===== src/rtl/iag_defs.vh =====
// Constants for the interrupt acceptance gating block
// What this block does
// Enable clear takes effect after its instruction
// Higher pending priority wins, lower one dropped
// Source flag clear behaves like enable clear
// Clears while masked never cause an exception
// Mask instructions block all interrupts, NMI included
// New mask value effective two states later
// No acceptance for three states after mask update
// Byte-count block move holds off all interrupts
// Word-count block move accepts at transfer breaks
// Interrupted word move returns to next instruction
// Pin select change may set external flag
// Software changes selection only while request disabled
// Flags may be set after reset; software clears
// Level mode: accept only above mask level
// Level-mode acceptance clears trace, loads level, NMI seven
// Write zero clears flag only after read one
`ifndef IAG_DEFS_VH
`define IAG_DEFS_VH

// ****************************************************
// Register map, byte offsets
// ****************************************************
`define IAG_ADR_CTRL 8'h00
`define IAG_ADR_PINSEL 8'h04
`define IAG_ADR_ENABLE 8'h08
`define IAG_ADR_STATUS 8'h0C
`define IAG_ADR_PRIO_EXT 8'h10
`define IAG_ADR_PRIO_PER 8'h14
`define IAG_ADR_LAST 8'h18

// ****************************************************
// Field positions in the control register
// ****************************************************
`define IAG_CTRL_MODE 0
`define IAG_CTRL_IBIT 8
`define IAG_CTRL_LVL_LO 9
`define IAG_CTRL_TBIT 12

// ****************************************************
// Timing in states (one state is one clock)
// ****************************************************
`define IAG_MASK_APPLY_STATES 2'h2
`define IAG_BLOCK_STATES 2'h3

// ****************************************************
// Reset values and codes
// ****************************************************
`define IAG_LEVEL_RST 3'h7
`define IAG_LEVEL_NMI 3'h7
`define IAG_SRC_NMI 5'h10
`define IAG_NUM_SRC 16

`endif


===== src/rtl/iag_gate.v =====
// Interrupt acceptance gating between sources and the CPU core
`timescale 1ns/1ps
`include "iag_defs.vh"

module iag_gate
(
   input wire clk_sys_in, // 100 MHz system clock
   input wire rst_in, // Async reset, active high
   input wire wb_cyc_in, // Wishbone cycle
   input wire wb_stb_in, // Wishbone strobe
   input wire wb_we_in, // Wishbone write enable
   input wire [7:0] wb_adr_in, // Wishbone byte address
   input wire [3:0] wb_sel_in, // Wishbone byte selects
   input wire [31:0] wb_dat_in, // Wishbone write data
   output wire [31:0] wb_dat_out, // Wishbone read data
   output wire wb_ack_out, // Wishbone acknowledge
   input wire [7:0] ext_pin_a_in, // External irq pins, choice A
   input wire [7:0] ext_pin_b_in, // External irq pins, choice B
   input wire nmi_pin_in, // Non-maskable pin, rising edge
   input wire [7:0] periph_irq_in, // Peripheral requests, level
   input wire cpu_instr_done_in, // Pulse: instruction completes
   input wire cpu_mask_instr_in, // Pulse: mask instruction completes
   input wire cpu_new_ibit_in, // New I bit from mask instruction
   input wire [2:0] cpu_new_level_in, // New mask level from mask instruction
   input wire block_move_bytecount_in, // Byte-count move in progress
   input wire block_move_wordcount_in, // Word-count move in progress
   input wire block_move_break_in, // Pulse: break between move cycles
   input wire [23:0] cpu_next_pc_in, // Address of next instruction
   output wire irq_accept_out, // Pulse: interrupt accepted
   output wire [4:0] irq_source_out, // Accepted source, 16 is NMI
   output wire [23:0] return_pc_out, // PC to push on stack
   output wire [2:0] mask_level_out, // Current mask level
   output wire ibit_out, // Current I bit
   output wire trace_clear_out // Pulse: trace bit cleared
);

   // ****************************************************
   // Functions
   // ****************************************************
   function [7:0] wb_merge;
      input [7:0] old_v;
      input [7:0] new_v;
      input lane;
      begin
         wb_merge = lane ? new_v : old_v;
      end
   endfunction

   // ****************************************************
   // Registers
   // ****************************************************
   reg [7:0] pin_a_s1_q;
   reg [7:0] pin_a_s2_q;
   reg [7:0] pin_b_s1_q;
   reg [7:0] pin_b_s2_q;
   reg nmi_s1_q;
   reg nmi_s2_q;
   reg nmi_prev_q;
   reg nmi_pend_q;
   reg [7:0] prev_lvl_q;
   reg [7:0] flag_q;
   reg [7:0] seen_q;
   reg [7:0] pinsel_q;
   reg [7:0] enable_q;
   reg [23:0] prio_ext_q;
   reg [23:0] prio_per_q;
   reg mode_q;
   reg ibit_q;
   reg tbit_q;
   reg [2:0] level_q;
   reg [15:0] cand_q;
   reg [1:0] hold_cnt_q, apply_cnt_q;
   reg pend_ibit_q;
   reg [2:0] pend_level_q;
   reg wb_ack_q;
   reg [31:0] wb_dat_q;
   reg accept_q;
   reg trace_clear_q;
   reg [4:0] source_q;
   reg [23:0] return_pc_q;

   // ****************************************************
   // Synchronisers and external flags
   // ****************************************************
   always @(posedge clk_sys_in or posedge rst_in)
   begin
      if (rst_in)
      begin
         pin_a_s1_q <= 8'h00;
         pin_a_s2_q <= 8'h00;
         pin_b_s1_q <= 8'h00;
         pin_b_s2_q <= 8'h00;
         nmi_s1_q <= 1'b0;
         nmi_s2_q <= 1'b0;
      end
      else
      begin
         pin_a_s1_q <= ext_pin_a_in;
         pin_a_s2_q <= pin_a_s1_q;
         pin_b_s1_q <= ext_pin_b_in;
         pin_b_s2_q <= pin_b_s1_q;
         nmi_s1_q <= nmi_pin_in;
         nmi_s2_q <= nmi_s1_q;
      end
   end

   // Selection mux sits before the edge detector, so a select change alone can edge
   wire [7:0] sel_lvl_w = (pinsel_q & pin_b_s2_q) | (~pinsel_q & pin_a_s2_q);
   // Previous level resets low: a pin high out of reset sets its flag
   wire [7:0] rise_w = sel_lvl_w & ~prev_lvl_q;

   // ****************************************************
   // Bus decode
   // ****************************************************
   wire [7:0] adr_w = {wb_adr_in[7:2], 2'b00};
   wire wb_req_w = wb_cyc_in & wb_stb_in & ~wb_ack_q;
   wire wb_wr_w = wb_req_w & wb_we_in;
   wire wb_rd_w = wb_req_w & ~wb_we_in;
   // One write strobe per register except the read-only LAST register
   wire wr_ctrl_w = wb_wr_w & (adr_w == `IAG_ADR_CTRL);
   wire wr_pinsel_w = wb_wr_w & (adr_w == `IAG_ADR_PINSEL);
   wire wr_enable_w = wb_wr_w & (adr_w == `IAG_ADR_ENABLE);
   wire wr_prio_ext_w = wb_wr_w & (adr_w == `IAG_ADR_PRIO_EXT);
   wire wr_prio_per_w = wb_wr_w & (adr_w == `IAG_ADR_PRIO_PER);
   wire wr_status_w = wb_wr_w & wb_sel_in[0] & (adr_w == `IAG_ADR_STATUS);
   // Only flags seen as one are cleared by a zero
   wire [7:0] flag_clr_w = wr_status_w ? (~wb_dat_in[7:0] & seen_q) : 8'h00;

   reg [31:0] rd_data_w;
   always @*
   begin
      rd_data_w = 32'h00000000;
      if (adr_w == `IAG_ADR_CTRL)
      begin
         rd_data_w[`IAG_CTRL_MODE] = mode_q;
         rd_data_w[`IAG_CTRL_IBIT] = ibit_q;
         rd_data_w[`IAG_CTRL_LVL_LO +: 3] = level_q;
         rd_data_w[`IAG_CTRL_TBIT] = tbit_q;
      end
      else if (adr_w == `IAG_ADR_PINSEL)
         rd_data_w[7:0] = pinsel_q;
      else if (adr_w == `IAG_ADR_ENABLE)
         rd_data_w[7:0] = enable_q;
      else if (adr_w == `IAG_ADR_STATUS)
         rd_data_w[7:0] = flag_q;
      else if (adr_w == `IAG_ADR_PRIO_EXT)
         rd_data_w[23:0] = prio_ext_q;
      else if (adr_w == `IAG_ADR_PRIO_PER)
         rd_data_w[23:0] = prio_per_q;
      else if (adr_w == `IAG_ADR_LAST)
         rd_data_w[4:0] = source_q;
   end

   // ****************************************************
   // Priority selection
   // ****************************************************
   wire [15:0] req_w = {periph_irq_in, flag_q & enable_q};
   reg [15:0] elig_w;
   reg best_vld_w;
   reg [3:0] best_idx_w;
   reg [2:0] best_prio_w;
   reg [2:0] prio_w;
   integer i;
   always @*
   begin
      elig_w = 16'h0000;
      best_vld_w = 1'b0;
      best_idx_w = 4'h0;
      best_prio_w = 3'h0;
      prio_w = 3'h0;
      for (i = 0; i < `IAG_NUM_SRC; i = i + 1)
      begin
         // Split select keeps every part-select inside its register
         if (i < 8)
            prio_w = prio_ext_q[3*i +: 3];
         else
            prio_w = prio_per_q[3*(i-8) +: 3];
         // Masked sources never enter the candidate set
         if (mode_q)
            elig_w[i] = (prio_w > level_q); // see R14
         else
            elig_w[i] = ~ibit_q;
         // Lowest index wins among equals; strictly higher priority overrides
         if (elig_w[i] && (req_w[i] || cand_q[i]) && (!best_vld_w || prio_w > best_prio_w))
         begin
            best_vld_w = 1'b1;
            best_idx_w = i[3:0];
            best_prio_w = prio_w;
         end
      end
   end

   // ****************************************************
   // Acceptance windows
   // ****************************************************
   // Mask instruction's own boundary and the following states take nothing
   wire blocked_w = cpu_mask_instr_in | (hold_cnt_q != 2'h0); // see R5
   // Byte move completes before any boundary opens; word move opens at breaks
   wire point_w = (cpu_instr_done_in & ~block_move_bytecount_in)
                | (block_move_wordcount_in & block_move_break_in);
   wire take_nmi_w = point_w & ~blocked_w & nmi_pend_q;
   wire take_irq_w = point_w & ~blocked_w & ~nmi_pend_q & best_vld_w;

   // ****************************************************
   // Bus slave registers
   // ****************************************************
   always @(posedge clk_sys_in or posedge rst_in)
   begin
      if (rst_in)
      begin
         wb_ack_q <= 1'b0;
         wb_dat_q <= 32'h00000000;
         mode_q <= 1'b0;
         pinsel_q <= 8'h00;
         enable_q <= 8'h00;
         prio_ext_q <= 24'h000000;
         prio_per_q <= 24'h000000;
      end
      else
      begin
         // One-cycle ack, unmapped reads zero, unmapped writes dropped
         wb_ack_q <= wb_req_w;
         if (wb_rd_w)
            wb_dat_q <= rd_data_w;
         if (wr_ctrl_w && wb_sel_in[0])
            mode_q <= wb_dat_in[`IAG_CTRL_MODE];
         if (wr_pinsel_w)
            pinsel_q <= wb_merge(pinsel_q, wb_dat_in[7:0], wb_sel_in[0]);
         if (wr_enable_w)
            enable_q <= wb_merge(enable_q, wb_dat_in[7:0], wb_sel_in[0]);
         if (wr_prio_ext_w)
            prio_ext_q <= {wb_merge(prio_ext_q[23:16], wb_dat_in[23:16], wb_sel_in[2]),
                           wb_merge(prio_ext_q[15:8], wb_dat_in[15:8], wb_sel_in[1]),
                           wb_merge(prio_ext_q[7:0], wb_dat_in[7:0], wb_sel_in[0])};
         if (wr_prio_per_w)
            prio_per_q <= {wb_merge(prio_per_q[23:16], wb_dat_in[23:16], wb_sel_in[2]),
                           wb_merge(prio_per_q[15:8], wb_dat_in[15:8], wb_sel_in[1]),
                           wb_merge(prio_per_q[7:0], wb_dat_in[7:0], wb_sel_in[0])};
      end
   end

   // ****************************************************
   // Main state
   // ****************************************************
   always @(posedge clk_sys_in or posedge rst_in)
   begin
      if (rst_in)
      begin
         prev_lvl_q <= 8'h00;
         flag_q <= 8'h00;
         seen_q <= 8'h00;
         ibit_q <= 1'b1;
         tbit_q <= 1'b0;
         level_q <= `IAG_LEVEL_RST;
         nmi_prev_q <= 1'b0;
         nmi_pend_q <= 1'b0;
         cand_q <= 16'h0000;
         hold_cnt_q <= 2'h0;
         apply_cnt_q <= 2'h0;
         pend_ibit_q <= 1'b0;
         pend_level_q <= 3'h0;
         accept_q <= 1'b0;
         trace_clear_q <= 1'b0;
         source_q <= 5'h00;
         return_pc_q <= 24'h000000;
      end
      else
      begin
         // External flags: a new edge wins over a clear in the same cycle
         prev_lvl_q <= sel_lvl_w;
         flag_q <= (flag_q & ~flag_clr_w) | rise_w; // see R11
         if (wb_rd_w && adr_w == `IAG_ADR_STATUS)
            seen_q <= flag_q;
         else
            seen_q <= seen_q & ~flag_clr_w;

         // NMI edge latch
         nmi_prev_q <= nmi_s2_q;
         if (nmi_s2_q && !nmi_prev_q)
            nmi_pend_q <= 1'b1;
         else if (take_nmi_w)
            nmi_pend_q <= 1'b0;

         // Candidates caught during the instruction survive a late clear
         if (point_w)
            cand_q <= 16'h0000;
         else
            cand_q <= cand_q | (req_w & elig_w); // see R1

         // Mask instruction: block window and delayed mask update
         if (cpu_mask_instr_in)
         begin
            hold_cnt_q <= `IAG_BLOCK_STATES;
            apply_cnt_q <= `IAG_MASK_APPLY_STATES;
            pend_ibit_q <= cpu_new_ibit_in;
            pend_level_q <= cpu_new_level_in;
         end
         else
         begin
            if (hold_cnt_q != 2'h0)
               hold_cnt_q <= hold_cnt_q - 2'h1;
            if (apply_cnt_q != 2'h0)
               apply_cnt_q <= apply_cnt_q - 2'h1;
         end
         // Hold outlasts the apply delay, so no acceptance competes here
         if (apply_cnt_q == 2'h1 && !cpu_mask_instr_in)
         begin
            ibit_q <= pend_ibit_q;
            level_q <= pend_level_q;
         end

         // Acceptance
         accept_q <= take_nmi_w | take_irq_w;
         trace_clear_q <= (take_nmi_w | take_irq_w) & mode_q;
         if (take_nmi_w || take_irq_w)
         begin
            source_q <= take_nmi_w ? `IAG_SRC_NMI : {1'b0, best_idx_w};
            return_pc_q <= cpu_next_pc_in;
            if (mode_q)
            begin
               tbit_q <= 1'b0;
               level_q <= take_nmi_w ? `IAG_LEVEL_NMI : best_prio_w;
            end
            else
               ibit_q <= 1'b1;
         end
         else if (wr_ctrl_w && wb_sel_in[1])
            tbit_q <= wb_dat_in[`IAG_CTRL_TBIT];
      end
   end

   // ****************************************************
   // Outputs
   // ****************************************************
   assign wb_dat_out = wb_dat_q;
   assign wb_ack_out = wb_ack_q;
   assign irq_accept_out = accept_q;
   assign irq_source_out = source_q;
   assign return_pc_out = return_pc_q;
   assign mask_level_out = level_q;
   assign ibit_out = ibit_q;
   assign trace_clear_out = trace_clear_q;

endmodule // iag_gate


===== config.mk =====
export PLATFORM = sky130hd
export DESIGN_NAME = iag_gate
export DESIGN_NICKNAME = d
export VERILOG_FILES = /design/src/rtl/iag_gate.v
export VERILOG_INCLUDE_DIRS = /design/src /design/src/rtl
export SDC_FILE = /design/constraint.sdc
export NUM_CORES = 1
export LEC_CHECK = 0
export BUFFER_PORTS_ARGS = -buffer_cell sky130_fd_sc_hd__buf_2
export CORE_MARGIN = 4
export CORE_UTILIZATION = 52
export CTS_CLUSTER_SIZE = 14
export DETAILED_ROUTE_END_ITERATION = 6
export HOLD_SLACK_MARGIN = 0.1
export PLACE_DENSITY_LB_ADDON = 0.1
export SLEW_MARGIN = 20
export SYNTH_ARGS = -nofsm -noshare
export SYNTH_HDL_FRONTEND = slang
export SYNTH_SLANG_ARGS = --single-unit

===== constraint.sdc =====
create_clock -name clk_sys_in -period 21 [get_ports clk_sys_in]
set_input_delay 4.2 -clock clk_sys_in [delete_from_list [all_inputs] [get_ports clk_sys_in]]
set_output_delay 4.2 -clock clk_sys_in [all_outputs]
set_load 0.01 [all_outputs]

==> out/metrics.csv, run 1 <==
metric;value;unit
clock sink count;210;
Top FF cell, synth;dfrtp_1;
crit end category;flip-flop;
cell count of the worst reg-to-reg path;121;
CP arrival;21.35;ns
design area;0.0154;mm^2
clk root buf;clkbuf_16;
I/O Pins;175;
Cell variety after synth;84;
vias in the first global route;9879;
global route overflow;0;
RD Place Congestion;0.894;
Post-DP HPWL;25400;um
P_leak;7.49;nW
sequential fraction of the synthesis area;45.1;%
critical path depth in cells;121;
unrepaired setup endpoints after global routing;yes;
Worst Hold Margin;0.347;ns
CP Max Fanout;5;
routed via count;10408;
Post-Route WL;36000;um
area grow syn2layout;32.0;%
Worst-path clk slew;0.06;ns
synthesized area;0.0117;mm^2
die extent in x;158;um
CP dominant cell by count;a21oi_2;
clk_skew;0.0108;ns
Die Height;158;um
synth warn;0;
GRT Overall Usage;27.7;%
slowest CP cell;dfstp_2;
fin util;70.1;%
final worst slack;0.0619;ns
drt first pass iters;5;
Critical Path Max Stage Delay;0.62;ns
met2 routed WL;16300;um
Post-DP Area;0.0135;mm^2
startpoint of the lowest-slack hold path;pin_b_s1_q[0];
CTS tree;done;
# diodes;0;
DR top layer;met4;
Max clock buf depth;3;
Fmax achieved;0.0478;GHz
Num CTS Buffers;24;
layout cells sized above 1;37.1;%
worst r2r src;mask_level_out[0];
CP Buf/Inv Count;14;
fin crit share;99.7;%
worst endpoint required time;21.41;ns
drc violations;0;
Least-Margin Pin Slew;1.05;ns
Setup Crit Path Kind;flip-flop to flip-flop;
post-DR wirelength/cell;20.2;um
final-stage net count;1679;
Post-synth EDFFs;0;
DRT met1 WL;15200;um
initial antenna violation count;0;
run status;complete, no violations;
DRT iter0 DRCs;791;
start point of the critical path;mask_level_out[0];
cell family with most CP delay;compound AO/OA/AOI/OAI gates;
Die ar.;0.0249;mm^2
htree depth;1;
Worst Hold Class;flip-flop to flip-flop;
row cnt;54;
CP endpoint;irq_source_out[3];
# setup viols final;0;
Synth Area per Inst;9.77;um^2
post-layout min period;20.94;ns
power density over the cells;123;mW/mm^2
Clock Latency Late Sink;0.53;ns
peak supply drop;0.0841;mV
Via density;5.86;
Place WS;-1.10;ns
Gate Count Post-Synth;1194;
final-report hold violation count;0;
Fin Setup TNS;0;ns
reg2reg end;irq_source_out[3];
largest net degree at the start of global routing;144;
post-synthesis async set-or-reset flop share;100;%
Initial Util;53.1;%
internal reg-to-reg setup slack;0.06;ns
Slew Limit Headroom;29.9;%
startpoint class of the critical path;flip-flop;
Core Region;0.0220;mm^2
Routed Antenna Nets;0;
pins over their slew limit;0;
synthesized flop and latch total;210;
WL met3;2920;um
first-pass GRT wire length;53800;um
max-cap violation count;0;
PortBufs;155;
## worst min path at each step
stage / depth (start not counted) / to / slack, ns
floorplan: 0 / nmi_s2_q / 0.33
global route: 0 / pin_b_s2_q[4] / 0.35
finish: 0 / pin_b_s2_q[0] / 0.35
detailed placement: 0 / pin_a_s2_q[7] / 0.33
CTS: 0 / pin_a_s2_q[7] / 0.35
global placement: 0 / pin_a_s2_q[0] / 0.33
## cell usage in the layout (no fill, tap or decap), drive strengths merged, types with 7 or more instances in the layout
cell type and count:
clkbuf 31, nand2 170, nor3 19, a31oi 20
a21o 11, nor2 108, a21oi 69, a32oi 7
conb 8, buf 298, o21a 19, ha 90
o31ai 7, mux2 65, nor2b 16, a22o 14
and2 8, o21ai 79, a221oi 17, dfrtp 206
mux2i 13, nand3 12, a311oi 7, o22ai 12
inv 74, nand2b 9
## final cells by class
| class | instances | area (um^2) |
|---|---|---|
| Multi-Input combinational cell | 875 | 6770 |
| Fill cell | 1632 | 6570 |
| Sequential cell | 210 | 5260 |
| Timing Repair Buffer | 298 | 1870 |
| Clock buffer | 31 | 667 |
| Tap cell | 280 | 350 |
| Inverter | 73 | 287 |
| Clock inverter | 10 | 189 |
## stage by stage
stage               instances  power, W
floorplan                1201  0.000931
global placement         1701   0.00120
detailed placement       1701   0.00122
CTS                      1754   0.00172
global route             1777   0.00200
finish                   1777   0.00189
## Yosys cell counts, types with 7 or more instances
master | instances | area (um^2)
o31ai_1 | 7 | 52.6
a22o_1 | 14 | 123
inv_1 | 70 | 263
o21ai_0 | 75 | 375
a21o_1 | 11 | 82.6
o21a_1 | 19 | 143
nor3_1 | 19 | 95.1
ha_1 | 90 | 1130
mux2i_1 | 13 | 130
clkbuf_1 | 29 | 109
nand3_1 | 12 | 60.1
a32oi_1 | 7 | 61.3
and2_1 | 7 | 43.8
buf_4 | 8 | 60.1
a21oi_1 | 66 | 330
o22ai_1 | 12 | 75.1
nor2b_1 | 15 | 93.8
mux2_2 | 60 | 676
nand2b_1 | 9 | 56.3
nand2_1 | 170 | 638
a31oi_1 | 18 | 113
nor2_1 | 107 | 402
a221oi_1 | 17 | 149
dfrtp_1 | 206 | 5150
## what timing repair did
| action | CTS | global route |
|---|---|---|
| hold buffers | 0 | 0 |
| pin swaps | 24 | 100 |
| setup buffers | 12 | 24 |
| endpoints found under the setup margin | 7 | 7 |
| resized for setup | 37 | 136 |
## layer usage
layer | GRT usage, % | up-vias
li1 | - | 4862
met1 | 38.5 | 5024
met2 | 42.4 | 431
met3 | 5.99 | 91
met4 | 11.2 | 0
met5 | 0 | -
## registers in the layout (all words and copies together) (netlist names), 16 cells and up
name	count
prio_ext_q	24
prio_per_q	24
return_pc_out	24
wb_dat_out	24
cand_q	16
## kinds of logic (layout without fill, tap and decap cells)
group                      after synthesis  in the layout  share of synthesized area (%)
buffers and inverters                  116            412                           4.18
other                                    1              8                         0.0321
muxes                                   79             79                           7.74
AOI/OAI and AO/OA                      312            312                           18.3
xor gates and xnor gates                 2              2                          0.150
DFF                                    210            210                           45.1
adders and majority gates               90             90                           9.65
and+or+nand+nor                        384            384                           14.9
## report_power, final
group	leakage, nW	internal (W)	switching [W]
clock network	0.413	0.000275	0.000174
registers	2.58	0.000462	0.0000411
logic	4.50	0.000461	0.000478
Note: power is estimated with default switching activity, not from simulation.
==> run 2: changes to the inputs <==
==> constraint.sdc (replaced) <==
create_clock -name clk_sys_in -period 21 [get_ports clk_sys_in]
set_input_delay 2.1 -clock clk_sys_in [delete_from_list [all_inputs] [get_ports clk_sys_in]]
set_output_delay 2.1 -clock clk_sys_in [all_outputs]
set_load 0.01 [all_outputs]
==> run 2 against run 1 <==
Net effect: flip-flop and latch count unchanged; critical endpoint is now irq_source_out[1]; the run now ends with negative setup slack left; count of clock-buffer cells in the layout increased by 3; via count shrank 0.37%; die area unchanged; non-clock buffer count did not move; first-iteration DRC count shrank 14%; power down 3.9%; sequential power about the same; largest cell class unchanged; combinational power fell by 1%; hold slack barely moved; utilization shrank 1.0 points.
==> out/metrics.csv, run 2 (synthesis results as in run 1) <==
metric;value;unit;change
CP Max Fanout;5;;unchanged
drc violations;0;;unchanged
Fin Setup TNS;-0.369;ns;-0.369 ns
power density over the cells;120;mW/mm^2;-2.5%
most common cell after layout, fill and taps aside;dfrtp_1;;
worst endpoint required time;21.41;ns;about the same
Worst Hold Class;flip-flop to flip-flop;;
DRT iter0 DRCs;681;;-14%
post-layout min period;21.12;ns;+0.186 ns
GR Util met1;39.5;%;+1.0 points
global-route met2 utilization;43.4;%;+1.1 points
first-pass GRT wire length;54200;um;+0.59%
Critical Path Max Stage Delay;0.58;ns;-0.04 ns
die extent in x;158;um;unchanged
CP dominant cell by count;a21oi_2;;
routed via count;10370;;-0.37%
peak supply drop;0.0834;mV;-0.84%
Routed Antenna Nets;0;;unchanged
CP arrival;21.54;ns;+0.19 ns
# setup viols final;5;;+5
met3 Usage GRT;3.99;%;-2.0 points
P_leak;7.41;nW;-1.1%
vias in the first global route;9860;;-0.19%
Core Region;0.0220;mm^2;unchanged
PortBufs;155;;unchanged
startpoint class of the critical path;flip-flop;;
final-report hold violation count;0;;unchanged
GRT Overall Usage;27.5;%;-0.12 points
Die Height;158;um;unchanged
row cnt;54;;unchanged
run status;finished, violations left;;
layout cells sized above 1;36.7;%;-0.47 points
Max clock buf depth;3;;unchanged
Fmax achieved;0.0473;GHz;-0.88%
clk_skew;0.0128;ns;+0.00196 ns
clock sink count;210;;unchanged
final-stage net count;1679;;unchanged
Least-Margin Pin Slew;1.02;ns;-0.0271 ns
final worst slack;-0.124;ns;-0.186 ns
Slew Limit Headroom;31.7;%;+1.8 points
initial antenna violation count;0;;unchanged
max-cap violation count;0;;unchanged
Initial Util;53.1;%;unchanged
slowest CP cell;dfstp_2;;
Post-Route WL;36000;um;+0.18%
Setup Crit Path Kind;flip-flop to flip-flop;;
post-DR wirelength/cell;20.3;um;+0.12%
unrepaired setup endpoints after global routing;yes;;
htree depth;1;;unchanged
clk root buf;clkbuf_16;;
design area;0.0152;mm^2;-1.4%
failing checks;negative setup slack;;
largest net degree at the start of global routing;136;;-5.6%
pins over their slew limit;0;;unchanged
global routing's busiest layer;met2;;
Num CTS Buffers;24;;unchanged
global route overflow;0;;unchanged
# fillers;1731;;+6.1%
Clock Latency Late Sink;0.53;ns;about the same
I/O Pins;175;;unchanged
crit end category;flip-flop;;
Via density;5.83;;-0.42%
Die ar.;0.0249;mm^2;unchanged
fin crit share;101;%;+0.89 points
Post-DP Area;0.0134;mm^2;-0.11%
most frequent cells in the layout;206 x dfrtp_1, 164 x nand2_1, 155 x buf_2;;
area grow syn2layout;30.1;%;
CTS tree;done;;
Post-DP HPWL;25400;um;-0.16%
drt first pass iters;5;;unchanged
Worst-path clk slew;0.06;ns;about the same
RD Place Congestion;0.899;;+0.57%
CTS Hold Bufs;0;;unchanged
==> run 2: worst paths after layout <==
path,from,to,slack [ns],cells after the start
setup / recovery,mask_level_out[1],irq_source_out[1],-0.12,123
hold / removal,pin_a_s1_q[0],pin_a_s2_q[0],0.35,0
setup reg to reg,mask_level_out[1],irq_source_out[1],-0.12,123
hold reg to reg,pin_a_s1_q[0],pin_a_s2_q[0],0.35,0
max in group asynchronous,rst_in,wb_dat_out[3],17.69,3
min in group asynchronous,rst_in,return_pc_out[14],1.77,2
==> run 2: stage by stage <==
stage / instances / utilization, % / setup WS [ns] / hold slack [ns] / total power, W
after floorplan: 1201 / - / 0.310 / 0.331 / 0.000931
after global placement: 1699 / 61.2 / -0.779 / 0.331 / 0.00119
after detailed placement: 1699 / 61.2 / -1.05 / 0.335 / 0.00121
after CTS: 1747 / 65.3 / 0.0309 / 0.348 / 0.00163
after global routing: 1777 / 69.1 / -0.880 / 0.352 / 0.00192
final: 1778 / 69.1 / -0.124 / 0.347 / 0.00182
==> run 2: what timing repair did <==
item | in CTS | in global routing
gates resized for setup | 32 | 127
setup endpoints to repair | 7 | 7
pin swaps | 12 | 102
setup buffers | 7 | 32
==> run 2: layer usage <==
metal  wire [um]  vias up
met5           0        -
li1            -     4859
met3        2360       80
met4        1460        0
met1       15700     5076
met2       16500      355
==> run 2: layout make-up <==
cell class,count,area [um^2],share of cell area (%)
Inverter,73,287,1.89
Timing Repair Buffer,298,1870,12.3
Multi-Input combinational cell,875,6680,44.0
Antenna cell,1,2.50,0.0165
Clock buffer,34,658,4.34
Clock inverter,7,68.8,0.454
Tap cell,280,350,2.31
Sequential cell,210,5260,34.7
==> run 2: report_power, final <==
group          total [W]  internal, W  leakage (nW)  switching [W]
Sequential      0.000501     0.000462          2.58      0.0000393
Combinational   0.000927     0.000450          4.48       0.000478
Clock           0.000389     0.000220         0.348       0.000169
Total            0.00182      0.00113          7.41       0.000686
==> run 2: critical path: cells and delay by family (launching register included) <==
family	cells	cell delay, ns
flops	1	0.58
fa+ha+maj	16	3.91
buf+inv	11	1.10
mux	6	1.81
simple gates	30	4.29
compound gates	60	9.29
==> run 3: changes to the inputs <==
Settings changed: SETUP_SLACK_MARGIN set to 0.5.
==> run 3 against run 2 <==
Net effect: fmax up 0.55%; combinational power fell by 0.8%; clock power increased by 4%; critical path type unchanged; largest cell class unchanged; clock skew is 0.0061 ns higher; first-iteration DRC count grew 3.5%; flip-flop and latch count unchanged; utilization up 0.55 points; global-route usage rose by 0.98 points; via count is 0.68% higher; sequential power is essentially flat; largest power group unchanged; the flow still finishes with violations (negative setup slack); hold slack worse by 0.0041 ns.
==> out/metrics.csv, run 3 (synthesis results as in run 1) <==
metric;value;unit;change
run status;finished, violations left;;
failing checks;negative setup slack;;
peak supply drop;0.0857;mV;+2.7%
Clock Latency Late Sink;0.54;ns;about the same
cell family with most CP delay;compound AO/OA/AOI/OAI gates;;
initial antenna violation count;0;;unchanged
die extent in x;158;um;unchanged
CTS tree;done;;
clock sink count;210;;unchanged
PortBufs;155;;unchanged
htree depth;1;;unchanged
Slew Limit Headroom;25.5;%;-6.2 points
unrepaired setup endpoints after global routing;yes;;
startpoint class of the critical path;flip-flop;;
global-route met2 utilization;45.0;%;+1.6 points
P_leak;7.47;nW;+0.81%
Worst-path clk slew;0.06;ns;about the same
Post-DP HPWL;25500;um;+0.49%
first-pass GRT wire length;55600;um;+2.6%
RD Place Congestion;0.974;;+8.3%
Worst Hold Margin;0.343;ns;-0.00408 ns
post-layout min period;21.01;ns;-0.115 ns
# setup viols final;2;;-3
most common cell after layout, fill and taps aside;dfrtp_1;;
worst r2r src;mask_level_out[2];;
Critical Path Max Stage Delay;0.56;ns;-0.02 ns
final worst slack;-0.00900;ns;+0.115 ns
layout cells sized above 1;37.6;%;+0.98 points
Initial Util;53.1;%;unchanged
Post-Route WL;36200;um;+0.50%
row cnt;54;;unchanged
largest net degree at the start of global routing;152;;+12%
routed via count;10440;;+0.68%
vias in the first global route;10139;;+2.8%
GRT Overall Usage;28.5;%;+0.98 points
design area;0.0153;mm^2;+0.79%
Post-DP Area;0.0134;mm^2;-0.17%
post-DR wirelength/cell;20.3;um;about the same
start point of the critical path;mask_level_out[2];;
global routing's busiest layer;met2;;
Num CTS Buffers;23;;-4.2%
Core Region;0.0220;mm^2;unchanged
fin crit share;100;%;-0.55 points
clk root buf;clkbuf_16;;
pins over their slew limit;0;;unchanged
GR Util met1;38.8;%;-0.63 points
Via density;5.85;;+0.22%
drt first pass iters;5;;unchanged
Place WS;-1.00;ns;+0.0467 ns
# fillers;1692;;-2.3%
final-stage net count;1687;;+0.48%
power density over the cells;119;mW/mm^2;-0.47%
crit end category;flip-flop;;
area grow syn2layout;31.1;%;
CP Buf/Inv Count;11;;unchanged
DRT iter0 DRCs;705;;+3.5%
fin util;69.6;%;+0.55 points
Setup Crit Path Kind;flip-flop to flip-flop;;
met3 Usage GRT;5.85;%;+1.9 points
I/O Pins;175;;unchanged
startpoint of the lowest-slack hold path;pin_b_s1_q[4];;
Worst Hold Class;flip-flop to flip-flop;;
drc violations;0;;unchanged
slowest CP cell;dfstp_2;;
most frequent cells in the layout;206 x dfrtp_1, 167 x nand2_1, 155 x buf_2;;
Least-Margin Pin Slew;1.11;ns;+0.0855 ns
worst endpoint required time;21.41;ns;about the same
max-cap violation count;0;;unchanged
final-report hold violation count;0;;unchanged
Max clock buf depth;3;;unchanged
CP Max Fanout;7;;+2
Fin Setup TNS;-0.0132;ns;+0.356 ns
CP arrival;21.42;ns;-0.12 ns
Die Height;158;um;unchanged
CP dominant cell by count;a21oi_2;;
# diodes;0;;-1
Fmax achieved;0.0476;GHz;+0.55%
Routed Antenna Nets;0;;unchanged
Die ar.;0.0249;mm^2;unchanged
global route overflow;0;;unchanged
clk_skew;0.0189;ns;+0.00608 ns
## run 3: changes by cell type in the layout (fill, tap and decap cells not counted), moves of 3 or more
cell	before	now
buf_4	138	148
clkbuf_1	8	3
a21oi_2	16	19
a21oi_4	4	1
clkbuf_8	2	5
nand2_1	164	167
nand2_2	6	3
nor2_4	5	8
o21ai_1	13	10
o21ai_2	8	11
## run 3: repair_timing
action,in CTS,in global routing
endpoints found under the hold margin,0,0
pin swaps,55,86
setup endpoints to repair,7,7
resized for setup,67,95
buffers inserted,33,17
hold buffers,0,0
## run 3: worst paths after layout
kind                                           to  slack [ns]  cells after the start
worst max-delay path            irq_source_out[1]      -0.009                    123
worst min-delay path                pin_b_s2_q[4]        0.34                      0
worst max register to register  irq_source_out[1]      -0.009                    123
worst min register to register      pin_b_s2_q[4]        0.34                      0
max in group asynchronous          wb_dat_out[19]       17.99                      3
min in group asynchronous       irq_source_out[4]        1.73                      2
## run 3: report_power, final
group          switching, W  internal, W  leakage (nW)
Combinational      0.000476     0.000444          4.52
Clock              0.000170     0.000233         0.371
Sequential        0.0000380     0.000462          2.58
## run 3: metal layers
| metal | part of all wire, % | wire (um) |
|---|---|---|
| met1 | 42 | 15300 |
| met2 | 46 | 16500 |
| met3 | 7.7 | 2810 |
| met4 | 4.4 | 1580 |
| met5 | 0 | 0 |
## run 3: area by class of cell
| cell class | instances | area (um^2) | area share, % |
|---|---|---|---|
| multi-input combinational | 875 | 6700 | 43.8 |
| sequential | 210 | 5260 | 34.4 |
| timing repair buffer | 307 | 1930 | 12.6 |
| clock buffer | 31 | 656 | 4.29 |
| tap | 280 | 350 | 2.29 |
| inverter | 73 | 290 | 1.90 |
| clock inverter | 10 | 98.8 | 0.646 |
## run 3: worst register-to-register path: cells and delay by family, from the launching register on
family | cells | cell delay, ns
AOI/OAI and AO/OA | 59 | 9.16
adders and majority gates | 16 | 3.84
buffers and inverters | 11 | 1.27
DFF | 1 | 0.56
muxes | 5 | 1.50
and+or+nand+nor | 32 | 4.52
## run 3: through the flow
step	std cells	total power, W
after floorplan	1201	0.000934
after global placement	1695	0.00119
after detailed placement	1695	0.00122
after CTS	1769	0.00170
after global routing	1786	0.00193
final	1786	0.00182
